===== config.mk =====
export PLATFORM = sky130hd
export DESIGN_NAME = bgpio_port
export DESIGN_NICKNAME = d
export VERILOG_FILES = /design/src/core/bgpio_pkg.sv /design/src/core/bgpio_port.sv
export VERILOG_INCLUDE_DIRS = /design/src /design/src/core
export SDC_FILE = /design/constraint.sdc
export NUM_CORES = 1
export LEC_CHECK = 0
export ABC_AREA = 1
export BUFFER_PORTS_ARGS = -buffer_cell sky130_fd_sc_hd__buf_4
export CAP_MARGIN = 20
export CELL_PAD_IN_SITES_DETAIL_PLACEMENT = 0
export CELL_PAD_IN_SITES_GLOBAL_PLACEMENT = 1
export CORE_MARGIN = 8
export CORE_UTILIZATION = 25
export DETAILED_ROUTE_END_ITERATION = 12
export GPL_ROUTABILITY_DRIVEN = 0
export GPL_TIMING_DRIVEN = 1
export HOLD_SLACK_MARGIN = 0.03
export PLACE_DENSITY_LB_ADDON = 0.1
export SYNTH_ARGS = -nofsm -noshare
export SYNTH_HDL_FRONTEND = slang
export SYNTH_SLANG_ARGS = --single-unit

===== constraint.sdc =====
create_clock -name ref_clk_in -period 4.7 [get_ports ref_clk_in]
set_input_delay 0.235 -clock ref_clk_in [delete_from_list [all_inputs] [get_ports ref_clk_in]]
set_output_delay 0.235 -clock ref_clk_in [all_outputs]
set_load 0.005 [all_outputs]

===== src/core/bgpio_defines.svh =====
`ifndef BGPIO_DEFINES_SVH
`define BGPIO_DEFINES_SVH
// ----------------------------------------
// Register offsets
// ----------------------------------------
`define BGPIO_OFF_DIR 4'hA
`define BGPIO_OFF_LEVEL 4'hB
`define BGPIO_OFF_IRQ_EN 4'hC
`define BGPIO_OFF_CTRL 4'hE
// ----------------------------------------
// Reset values
// ----------------------------------------
`define BGPIO_RST_DIR 8'h00
`define BGPIO_RST_LEVEL 8'hFF
`define BGPIO_RST_IRQ_EN 8'h00
`define BGPIO_RST_CTRL 8'h00
// ----------------------------------------
// Control fields
// ----------------------------------------
`define BGPIO_CTRL_LATCH 0
`define BGPIO_CTRL_MODEM_HI 1
`define BGPIO_CTRL_MODEM_LO 2
`define BGPIO_CTRL_SWRST 3
`define BGPIO_CTRL_RW_MASK 8'h07
`define BGPIO_MODEM_OE 8'h22
`define BGPIO_SWRST_CYCLES 4'h4
`endif


===== src/core/bgpio_pkg.sv =====
package bgpio_pkg;
  typedef enum logic [1:0] {BGPIO_RUN, BGPIO_SWRST} bgpio_rst_state_t;
endpackage : bgpio_pkg


===== src/core/bgpio_port.sv =====
`timescale 1ns/1ns
`include "bgpio_defines.svh"
// Behaviour
// - Reading the pin level register returns present level of each pin, or its latched level while a latched interrupt is pending.
// - Writing pin level drives output-configured pins outside modem nibbles; input pins unaffected.
// - One interrupt enable bit per pin; 1 allows on input-configured pins (output pins never interrupt), 0 blocks.
// - Enable bits have no effect on a nibble assigned to modem signals.
// - Control bit 3 written 1 resets the device, then clears itself.
// - Control bit 2 gives lower nibble to second channel modem lines.
// - Control bit 1 gives upper nibble to first channel modem lines.
// - Latching off: interrupt clears if input reverts before level read.
// - Latching on: interrupt and level bit held until level register read.
// - Pin registers shared; software reset resets all channels together.
// - After reset level reads FF, enable and control read zero.
// - Control bits 7 to 4 are reserved, read-only zero.
// - Direction register: 0 input, 1 output; resets to zero.
module bgpio_port #(
  parameter int PINS = 8
) (
  input wire logic ref_clk_in,
  input wire logic reset_in,
  input wire logic [3:0] reg_addr_in,
  input wire logic reg_wr_in,
  input wire logic reg_rd_in,
  input wire logic [7:0] reg_wdata_in,
  output logic [7:0] reg_rdata_out,
  input wire logic [PINS-1:0] pin_in,
  output logic [PINS-1:0] pin_out,
  output logic [PINS-1:0] pin_oe_out,
  input wire logic terminal_ready_first_in,
  input wire logic terminal_ready_second_in,
  output logic ring_indicator_first_out,
  output logic carrier_detect_first_out,
  output logic set_ready_first_out,
  output logic ring_indicator_second_out,
  output logic carrier_detect_second_out,
  output logic set_ready_second_out,
  output logic modem_first_sel_out,
  output logic modem_second_sel_out,
  output logic soft_reset_out,
  output logic pin_irq_out
);
  if (PINS != 8) begin : g_pins_check
    $error("bgpio_port serves exactly eight pins");
  end

  // ----------------------------------------
  // Input synchroniser
  // ----------------------------------------
  logic [PINS-1:0] sync1_q;
  logic [PINS-1:0] sync2_q;
  logic [PINS-1:0] seen_q;
  always_ff @(posedge ref_clk_in or posedge reset_in) begin
    if (reset_in) begin
      sync1_q <= `BGPIO_RST_LEVEL;
      sync2_q <= `BGPIO_RST_LEVEL;
    end else begin
      sync1_q <= pin_in;
      sync2_q <= sync1_q;
    end
  end

  // ----------------------------------------
  // Software reset sequencer
  // ----------------------------------------
  bgpio_pkg::bgpio_rst_state_t rst_state_q;
  logic [3:0] rst_cnt_q;
  logic soft_rst;
  logic wr_ctrl;
  assign wr_ctrl = reg_wr_in && reg_addr_in == `BGPIO_OFF_CTRL;
  assign soft_rst = rst_state_q == bgpio_pkg::BGPIO_SWRST;
  // Held several cycles so every channel sees it, then the bit drops alone
  always_ff @(posedge ref_clk_in or posedge reset_in) begin
    if (reset_in) begin
      rst_state_q <= bgpio_pkg::BGPIO_RUN;
      rst_cnt_q <= 4'h0;
    end else begin
      unique case (rst_state_q)
        bgpio_pkg::BGPIO_RUN: begin
          if (wr_ctrl && reg_wdata_in[`BGPIO_CTRL_SWRST]) begin
            rst_state_q <= bgpio_pkg::BGPIO_SWRST;
            rst_cnt_q <= `BGPIO_SWRST_CYCLES;
          end
        end
        bgpio_pkg::BGPIO_SWRST: begin
          rst_cnt_q <= rst_cnt_q - 4'h1;
          if (rst_cnt_q == 4'h1) begin
            rst_state_q <= bgpio_pkg::BGPIO_RUN;
          end
        end
        default: rst_state_q <= bgpio_pkg::BGPIO_RUN;
      endcase
    end
  end
  assign soft_reset_out = soft_rst;

  // ----------------------------------------
  // Configuration registers
  // ----------------------------------------
  logic [7:0] dir_q;
  logic [7:0] out_q;
  logic [7:0] irq_en_q;
  logic [2:0] ctrl_q;
  always_ff @(posedge ref_clk_in or posedge reset_in) begin
    if (reset_in) begin
      dir_q <= `BGPIO_RST_DIR;
      out_q <= `BGPIO_RST_LEVEL;
      irq_en_q <= `BGPIO_RST_IRQ_EN;
      ctrl_q <= 3'h0;
    end else if (soft_rst) begin
      dir_q <= `BGPIO_RST_DIR;
      out_q <= `BGPIO_RST_LEVEL;
      irq_en_q <= `BGPIO_RST_IRQ_EN;
      ctrl_q <= 3'h0;
    end else if (reg_wr_in) begin
      unique case (reg_addr_in)
        `BGPIO_OFF_DIR: dir_q <= reg_wdata_in;
        `BGPIO_OFF_LEVEL: out_q <= reg_wdata_in;
        `BGPIO_OFF_IRQ_EN: irq_en_q <= reg_wdata_in;
        `BGPIO_OFF_CTRL: ctrl_q <= reg_wdata_in[2:0];
        default: ;
      endcase
    end
  end

  logic modem_hi;
  logic modem_lo;
  logic [7:0] gpio_mask;
  assign modem_hi = ctrl_q[`BGPIO_CTRL_MODEM_HI];
  assign modem_lo = ctrl_q[`BGPIO_CTRL_MODEM_LO];
  assign gpio_mask = {{4{~modem_hi}}, {4{~modem_lo}}};
  assign modem_first_sel_out = modem_hi;
  assign modem_second_sel_out = modem_lo;

  // ----------------------------------------
  // Pin drive and modem nibbles
  // ----------------------------------------
  // Nibble order per channel: ring, carrier, terminal ready (out), set ready
  logic [7:0] modem_oe;
  logic [7:0] modem_out;
  assign modem_oe = `BGPIO_MODEM_OE;
  assign modem_out = {2'h0, terminal_ready_first_in, 3'h0, terminal_ready_second_in, 1'h0};
  always_comb begin
    for (int i = 0; i < 8; i++) begin
      if (gpio_mask[i]) begin
        pin_oe_out[i] = dir_q[i];
        pin_out[i] = out_q[i] & dir_q[i];
      end else begin
        pin_oe_out[i] = modem_oe[i];
        pin_out[i] = modem_oe[i] & modem_out[i];
      end
    end
  end
  assign ring_indicator_first_out = modem_hi ? sync2_q[7] : 1'b1;
  assign carrier_detect_first_out = modem_hi ? sync2_q[6] : 1'b1;
  assign set_ready_first_out = modem_hi ? sync2_q[4] : 1'b1;
  assign ring_indicator_second_out = modem_lo ? sync2_q[3] : 1'b1;
  assign carrier_detect_second_out = modem_lo ? sync2_q[2] : 1'b1;
  assign set_ready_second_out = modem_lo ? sync2_q[0] : 1'b1;

  // ----------------------------------------
  // Change detect, latching and interrupt
  // ----------------------------------------
  logic rd_level;
  logic [7:0] pend_q;
  logic [7:0] latch_q;
  logic [7:0] watch;
  logic latch_on;
  assign rd_level = reg_rd_in && reg_addr_in == `BGPIO_OFF_LEVEL;
  assign latch_on = ctrl_q[`BGPIO_CTRL_LATCH];
  assign watch = irq_en_q & gpio_mask & ~dir_q;

  genvar g;
  generate
    for (g = 0; g < 8; g++) begin : g_pin
      logic changed;
      assign changed = sync2_q[g] != seen_q[g];
      // A read clear wins over a new edge in that cycle; with latching on, seen_q takes latch_q so the edge sets pend_q again next cycle
      always_ff @(posedge ref_clk_in or posedge reset_in) begin
        if (reset_in) begin
          pend_q[g] <= 1'b0;
          latch_q[g] <= 1'b1;
          seen_q[g] <= 1'b1;
        end else if (soft_rst) begin
          pend_q[g] <= 1'b0;
          seen_q[g] <= sync2_q[g];
          latch_q[g] <= sync2_q[g];
        end else if (!watch[g]) begin
          pend_q[g] <= 1'b0;
          seen_q[g] <= sync2_q[g];
          latch_q[g] <= sync2_q[g];
        end else if (pend_q[g] && latch_on) begin
          if (rd_level) begin
            pend_q[g] <= 1'b0;
            seen_q[g] <= latch_q[g];
          end
        end else if (pend_q[g]) begin
          if (!changed) begin
            pend_q[g] <= 1'b0;
          end else if (rd_level) begin
            pend_q[g] <= 1'b0;
            seen_q[g] <= sync2_q[g];
          end
        end else if (changed) begin
          pend_q[g] <= 1'b1;
          latch_q[g] <= sync2_q[g];
        end
      end
    end
  endgenerate
  assign pin_irq_out = |pend_q;

  // ----------------------------------------
  // Read data
  // ----------------------------------------
  logic [7:0] level_view;
  always_comb begin
    for (int i = 0; i < 8; i++) begin
      level_view[i] = (pend_q[i] && latch_on) ? latch_q[i] : sync2_q[i];
    end
  end
  always_ff @(posedge ref_clk_in or posedge reset_in) begin
    if (reset_in) begin
      reg_rdata_out <= 8'h00;
    end else begin
      unique case (reg_addr_in)
        `BGPIO_OFF_DIR: reg_rdata_out <= dir_q;
        `BGPIO_OFF_LEVEL: reg_rdata_out <= level_view;
        `BGPIO_OFF_IRQ_EN: reg_rdata_out <= irq_en_q;
        `BGPIO_OFF_CTRL: reg_rdata_out <= {4'h0, soft_rst, ctrl_q};
        default: reg_rdata_out <= 8'h00;
      endcase
    end
  end
endmodule : bgpio_port


==> results of run 1 <==
[synth_stat cells]
library cell  count
dfrtp_1          40
and3_1            1
nor2_1           50
a21oi_1          15
or2_2             2
a21o_1            3
nor3_2            1
o21ai_2           2
buf_2             4
nor2_4            2
a211oi_1          5
nor3b_1           1
nand3_1          63
inv_2             2
nand2_4           4
buf_6             1
nor3_4            2
nor3_1            4
clkbuf_1          5
clkinv_1          1
inv_1            62
buf_4             1
ha_1              2
nand4_1           5
nand2_1         203
nor4_1            1
o21ai_0          26
buf_1             1
o21ai_1           1
nand2_2           2
dfstp_2          40
[layout by cell type (no fill, tap or decap), types with 2 or more instances in the layout]
master,Yosys,routed
or2_2,2,2
clkbuf_16,0,9
clkinv_2,0,4
dlygate4sd3_1,0,9
clkbuf_1,5,2
nor2_4,2,2
nand2_4,4,4
a21oi_1,15,15
o21ai_0,26,26
ha_1,2,2
nor2_1,50,50
o21ai_2,2,2
nand3_1,63,63
a21o_1,3,3
inv_1,62,61
dfstp_2,40,40
nor3_1,4,4
dfrtp_1,40,40
nor3_4,2,2
nand2_1,203,203
a211oi_1,5,5
nand2_2,2,2
nand4_1,5,5
inv_2,2,2
buf_4,1,61
[worst register-to-register path, delay by kind of cell (launching register included)]
kind                   cells  cell delay, ps
AOI/OAI and AO/OA          2             400
DFF                        1             640
and+or+nand+nor            1             320
buffers and inverters      1             590
[final cells by class]
cell class	count	area, um2
Multi-Input combinational cell	395	1784
Clock inverter	4	45.04
Fill cell	1763	11210
Clock buffer	12	246.5
Sequential cell	80	2052
Timing Repair Buffer	70	548.0
Tap cell	220	275.3
Inverter	65	245.2
[per-layer routing]
| layer | up-vias | GRT usage | wire [um] |
|---|---|---|---|
| li1 | 1878 | - | - |
| met5 | - | 0 | 0 |
| met4 | 0 | 0.03998 | 158 |
| met1 | 1652 | 0.1698 | 6195 |
| met2 | 68 | 0.2080 | 5806 |
| met3 | 12 | 0.03445 | 566 |
[kinds of logic (layout without fill, tap and decap cells)]
family	count (synthesis)	in the layout
buffers and inverters	77	151
AO/OA/AOI/OAI	52	52
adder cells (fa/ha/maj)	2	2
AND/OR/NAND/NOR	341	341
flip-flops	80	80
[sequential cells by signal (all words and copies together) (netlist names)]
signal         count
latch_q            8
irq_en_q           8
rst_cnt_q          4
reg_rdata_out      8
seen_q             8
ctrl_q             3
pend_q             8
sync2_q            8
rst_state_q        1
sync1_q            8
dir_q              8
out_q              8
[power by group through the flow]
stage	Combinational (mW)	Clock, mW	Sequential, mW
floorplan	0.688	0	1.09
global placement	1.00	0	1.18
detailed placement	1.00	0	1.18
CTS	1.01	0.749	1.18
global route	1.14	0.774	1.21
finish	0.988	0.716	1.17
[how the worst max path moves through the flow]
stage	endpoint	depth (start not counted)	slack, ps	startpoint
2_1_floorplan	ctrl_q[0]	1	2480	reset_in
3_3_place_gp	seen_q[6]	8	2720	rst_state_q[0]
3_5_place_dp	latch_q[7]	4	2680	rst_state_q[0]
4_1_cts	pin_out[5]	4	2590	ctrl_q[1]
5_1_grt	seen_q[6]	8	2400	rst_state_q[0]
6_report	latch_q[7]	4	2680	rst_state_q[0]
==> results.cfg, run 1 <==
[outcome]
status = finished, final reports clean

[final_layout]
drive_gt1_frac = 0.2125
final_area_um2 = 5196
finalNetCount = 649
antenna_cells = 0
syn2layout_area_growth_pct = 25.47
fin_util = 0.3167
final_cell_count_no_fill = 846

[pwr]
p_switching_mw = 1.084
ir_worst_vdd_mv = 0.2160
power.total_mw = 2.874
p_per_area_nw_per_um2 = 553.0
seq_power_share = 0.407
clockPowerShare = 0.249
power_frac_comb = 0.344
power.leakage_nw = 2.583
p_int_mw = 1.790
netSwitchingFraction = 0.3772

[worst_setup_path]
startpoint_type = flop
rr_startpoint = rst_state_q[0]
critPathSlowestCell = dfrtp_1
ff2ff_path_depth = 4
cp-end-kind = flop
cpPeakStageDelay_ps = 640
worstSetupPathType = reg -> reg
r2r_setup_slack_ps = 2680
crit_buf_inv = 1
crit_fanout = 27
r2r-end = latch_q[7]
path_delay_family = flip-flops
cp.arrival_ps = 2300
path_cells = inv_2, nand3_1, a21o_1, o21ai_0
critical_path_required_ps = 4970

[route]
vias = 3610
ant_nets = 0
wl_per_cell_um = 15.04
route.detailed.drc = 0
via_per_inst = 4.267
routed_wirelength_um = 12730
drt_iter0_drc = 154
dr.pass1.iters = 6

[floorplanning]
start_util = 0.2524
core-area_um2 = 16410
die_x_um = 144.7
fp-row-count = 47
ios = 60
die_h_um = 144.7
die-area_um2 = 20940

[global_route]
grt_usage = 0.1306
grt_pass1_wl_um = 20240
antenna_found_initial = 0
grt_max_degree = 46
grt-ovfl-total = 0
grt_pass1_vias = 3642

[logic_synthesis]
synth-compound-area-share = 0.06949
synth_warnings = 0
synth_seq_cells = 80
yosysTopAreaCell = dfstp_2
synth_top_area_frac = 0.2538
synth.area.top_cells = dfstp_2, dfrtp_1, nand2_1
muxShareOfSynthArea = 0
synth_cell_types = 31
avgSynthCellArea_um2 = 7.503
yosysSeqAreaShare = 0.4955
synth_xor_area_frac = 0
synth_cells = 552
synth_top_family_by_area = simple AND/OR/NAND/NOR gates
syn_area_um2 = 4141
yosys.area_share.simple = 0.3553
synthesis.nets = 580
synth_fa_ha_area_frac = 0.006042

[cts]
clkTransAtPathRegs_ps = 60
postCtsHoldBufs = 9
cts_tree = built
htree_num_levels = 3
cts_buffer_depth = 2
ctsRootBufferMaster = clkbuf_16
numCtsBuffers = 9
postCtsSetupBuffers = 0
clock_sinks = 80
ctsResizeCount = 0
clkLatencyLatePin_ps = 350

[sta]
tightest_slew_ps = 716.1
layout_setup_ws_ps = 2676
rsz0062_at_grt = false
tns_ps = 0
fmax_ghz = 0.4941
slew_violations = 0
timing.hold.ws_ps = 122.3
finalHoldViolCount = 0
skew_ps = 8.094
period_share = 0.4306
period_needed_ps = 2024
maxSlewHeadroom = 0.5226
setup_violations = 0

[place]
port_buffers = 59
place_area_um2 = 4815
hpwl_um = 8834
post-place-ws_ps = 2678
dp_cells = 821

[worst_hold_path]
whs_endpoint = out_q[5]
hold_class = in -> reg
hold_start = reg_wdata_in[5]
min_path_cells = 3

[flow_run]
drv_cap = 0
Note: power is estimated with default switching activity, not from simulation.
==> run 2, diff against run 1 <==
clock period = 2.05 ns   (was 4.7 ns; I/O delays follow)
==> run 2 against run 1 <==
Worst hold slack got worse by 76 ps. Design area rose by 3.3%. Sequential power is 130% higher. Wire length increased by 3.1%. Non-clock buffer count grew 16. Register-to-register slack worse by 2200 ps. Core utilization up 1.0 points. Critical path type is now reg -> out. Largest cell class unchanged. Largest power group unchanged. Highest routed layer unchanged.
==> results.cfg, run 2 (same netlist as run 1, synthesis figures left out) <==
[cts]
clkTransAtPathRegs_ps = 60
numCtsBuffers = 9
clock_sinks = 80
postCtsSetupBuffers = 0
cts_tree = built
ctsRootBufferMaster = clkbuf_16
clkLatencyLatePin_ps = 340
cts_buffer_depth = 2
htree_num_levels = 3

[worst_setup_path]
cp-end-kind = output port
startpoint_type = flop
rr_startpoint = ctrl_q[2]
crit_fanout = 8
r2r-end = latch_q[3]
ff2ff_path_depth = 5
cp.arrival_ps = 1530
critical_path_required_ps = 1950
r2r_setup_slack_ps = 490
worstSetupPathType = reg -> out

[pwr]
power_frac_comb = 0.359
p_switching_mw = 2.527
seq_power_share = 0.394
ir_worst_vdd_mv = 0.5605
power.total_mw = 6.735
power.leakage_nw = 2.667
p_per_area_nw_per_um2 = 1255
netSwitchingFraction = 0.3752
clockPowerShare = 0.247
p_int_mw = 4.208

[final_layout]
final_cell_count_no_fill = 862
syn2layout_area_growth_pct = 29.61
final_common_cell = nand2_1
mostFrequentLayoutCells = nand2_1, buf_4, nand3_1
finalNetCount = 665
antenna_cells = 0
drive_gt1_frac = 0.2227
final_area_um2 = 5368

[sta]
slew_violations = 0
period_needed_ps = 1636
tightest_slew_ps = 620.0
rsz0062_at_grt = false
fmax_ghz = 0.6114
tns_ps = 0
maxSlewHeadroom = 0.5853
finalHoldViolCount = 0
setup_violations = 0
layout_setup_ws_ps = 414.4
skew_ps = 6.631
period_share = 0.7979

[route]
dr.pass1.iters = 5
top_layer = met4
drt_iter0_drc = 259
vias = 3732
ant_nets = 0
wl_met2_um = 6016
wl_per_cell_um = 15.22
routed_wirelength_um = 13120
route.detailed.drc = 0
via_per_inst = 4.329
met3_length_um = 513
wl_met1_um = 6344

[floorplanning]
die_x_um = 144.7
core-area_um2 = 16410
start_util = 0.2524
ios = 60
die-area_um2 = 20940
die_h_um = 144.7
fp-row-count = 47

[global_route]
grt_max_degree = 34
grt-ovfl-total = 0
antenna_found_initial = 0
grt_pass1_wl_um = 20870
grt_usage = 0.1342
grt_pass1_vias = 3641

[place]
place_area_um2 = 4917
dp_cells = 831
port_buffers = 59
post-place-ws_ps = 482.4
hpwl_um = 9871

[worst_hold_path]
hold_class = in -> reg
whs_endpoint = out_q[4]
hold_start = reg_wdata_in[4]
min_path_cells = 3

[flow_run]
drv_cap = 0

[outcome]
status = finished, final reports clean
run 2: metrics by stage:
step,hold slack [ps],utilization
final,46.81,0.3272
after global routing,61.40,0.3272
after CTS,32.77,0.3272
after detailed placement,204.8,0.2997
after global placement,206.9,0.2997
after floorplan,107.0,-
run 2: how the worst max path moves through the flow:
stage                   startpoint           to  slack [ps]  depth (start not counted)
floorplan           rst_state_q[0]    seen_q[4]         880                          8
global placement         ctrl_q[2]   latch_q[3]         410                          5
detailed placement       ctrl_q[2]   latch_q[3]         480                          5
CTS                      pend_q[2]  pin_irq_out         380                          3
global route        rst_state_q[0]    seen_q[6]         280                          7
finish                   pend_q[2]  pin_irq_out         410                          3
run 2: what timing repair did:
item,in CTS,in global routing
resized for setup,0,0
endpoints found under the hold margin,24,0
hold buffers,15,0
run 2: power groups by stage:
stage               logic, mW  registers [mW]  clock network (mW)
floorplan                1.58            2.51                   0
global placement         2.45            2.68                   0
detailed placement       2.44            2.69                   0
CTS                      2.47            2.66                1.74
global route             2.77            2.73                1.80
finish                   2.42            2.65                1.66
run 2: final cells by class:
cell class	instances	area, um2
Clock buffer	13	260.3
Clock inverter	3	40.04
Fill cell	1779	11040
Inverter	65	247.7
Multi-Input combinational cell	395	1784
Sequential cell	80	2052
Tap cell	220	275.3
Timing Repair Buffer	86	708.2
run 2: worst max-delay path, cell delays in order, from the launching register on:
cell     delay (ps)
dfrtp_1         460
nor4_1          370
nand3_1         180
buf_4           180
run 2: metal layers:
layer | vias to the layer above | track usage
li1 | 1919 | -
met1 | 1716 | 0.1808
met2 | 80 | 0.2082
met3 | 17 | 0.02461
met4 | 0 | 0.05367
met5 | - | 0
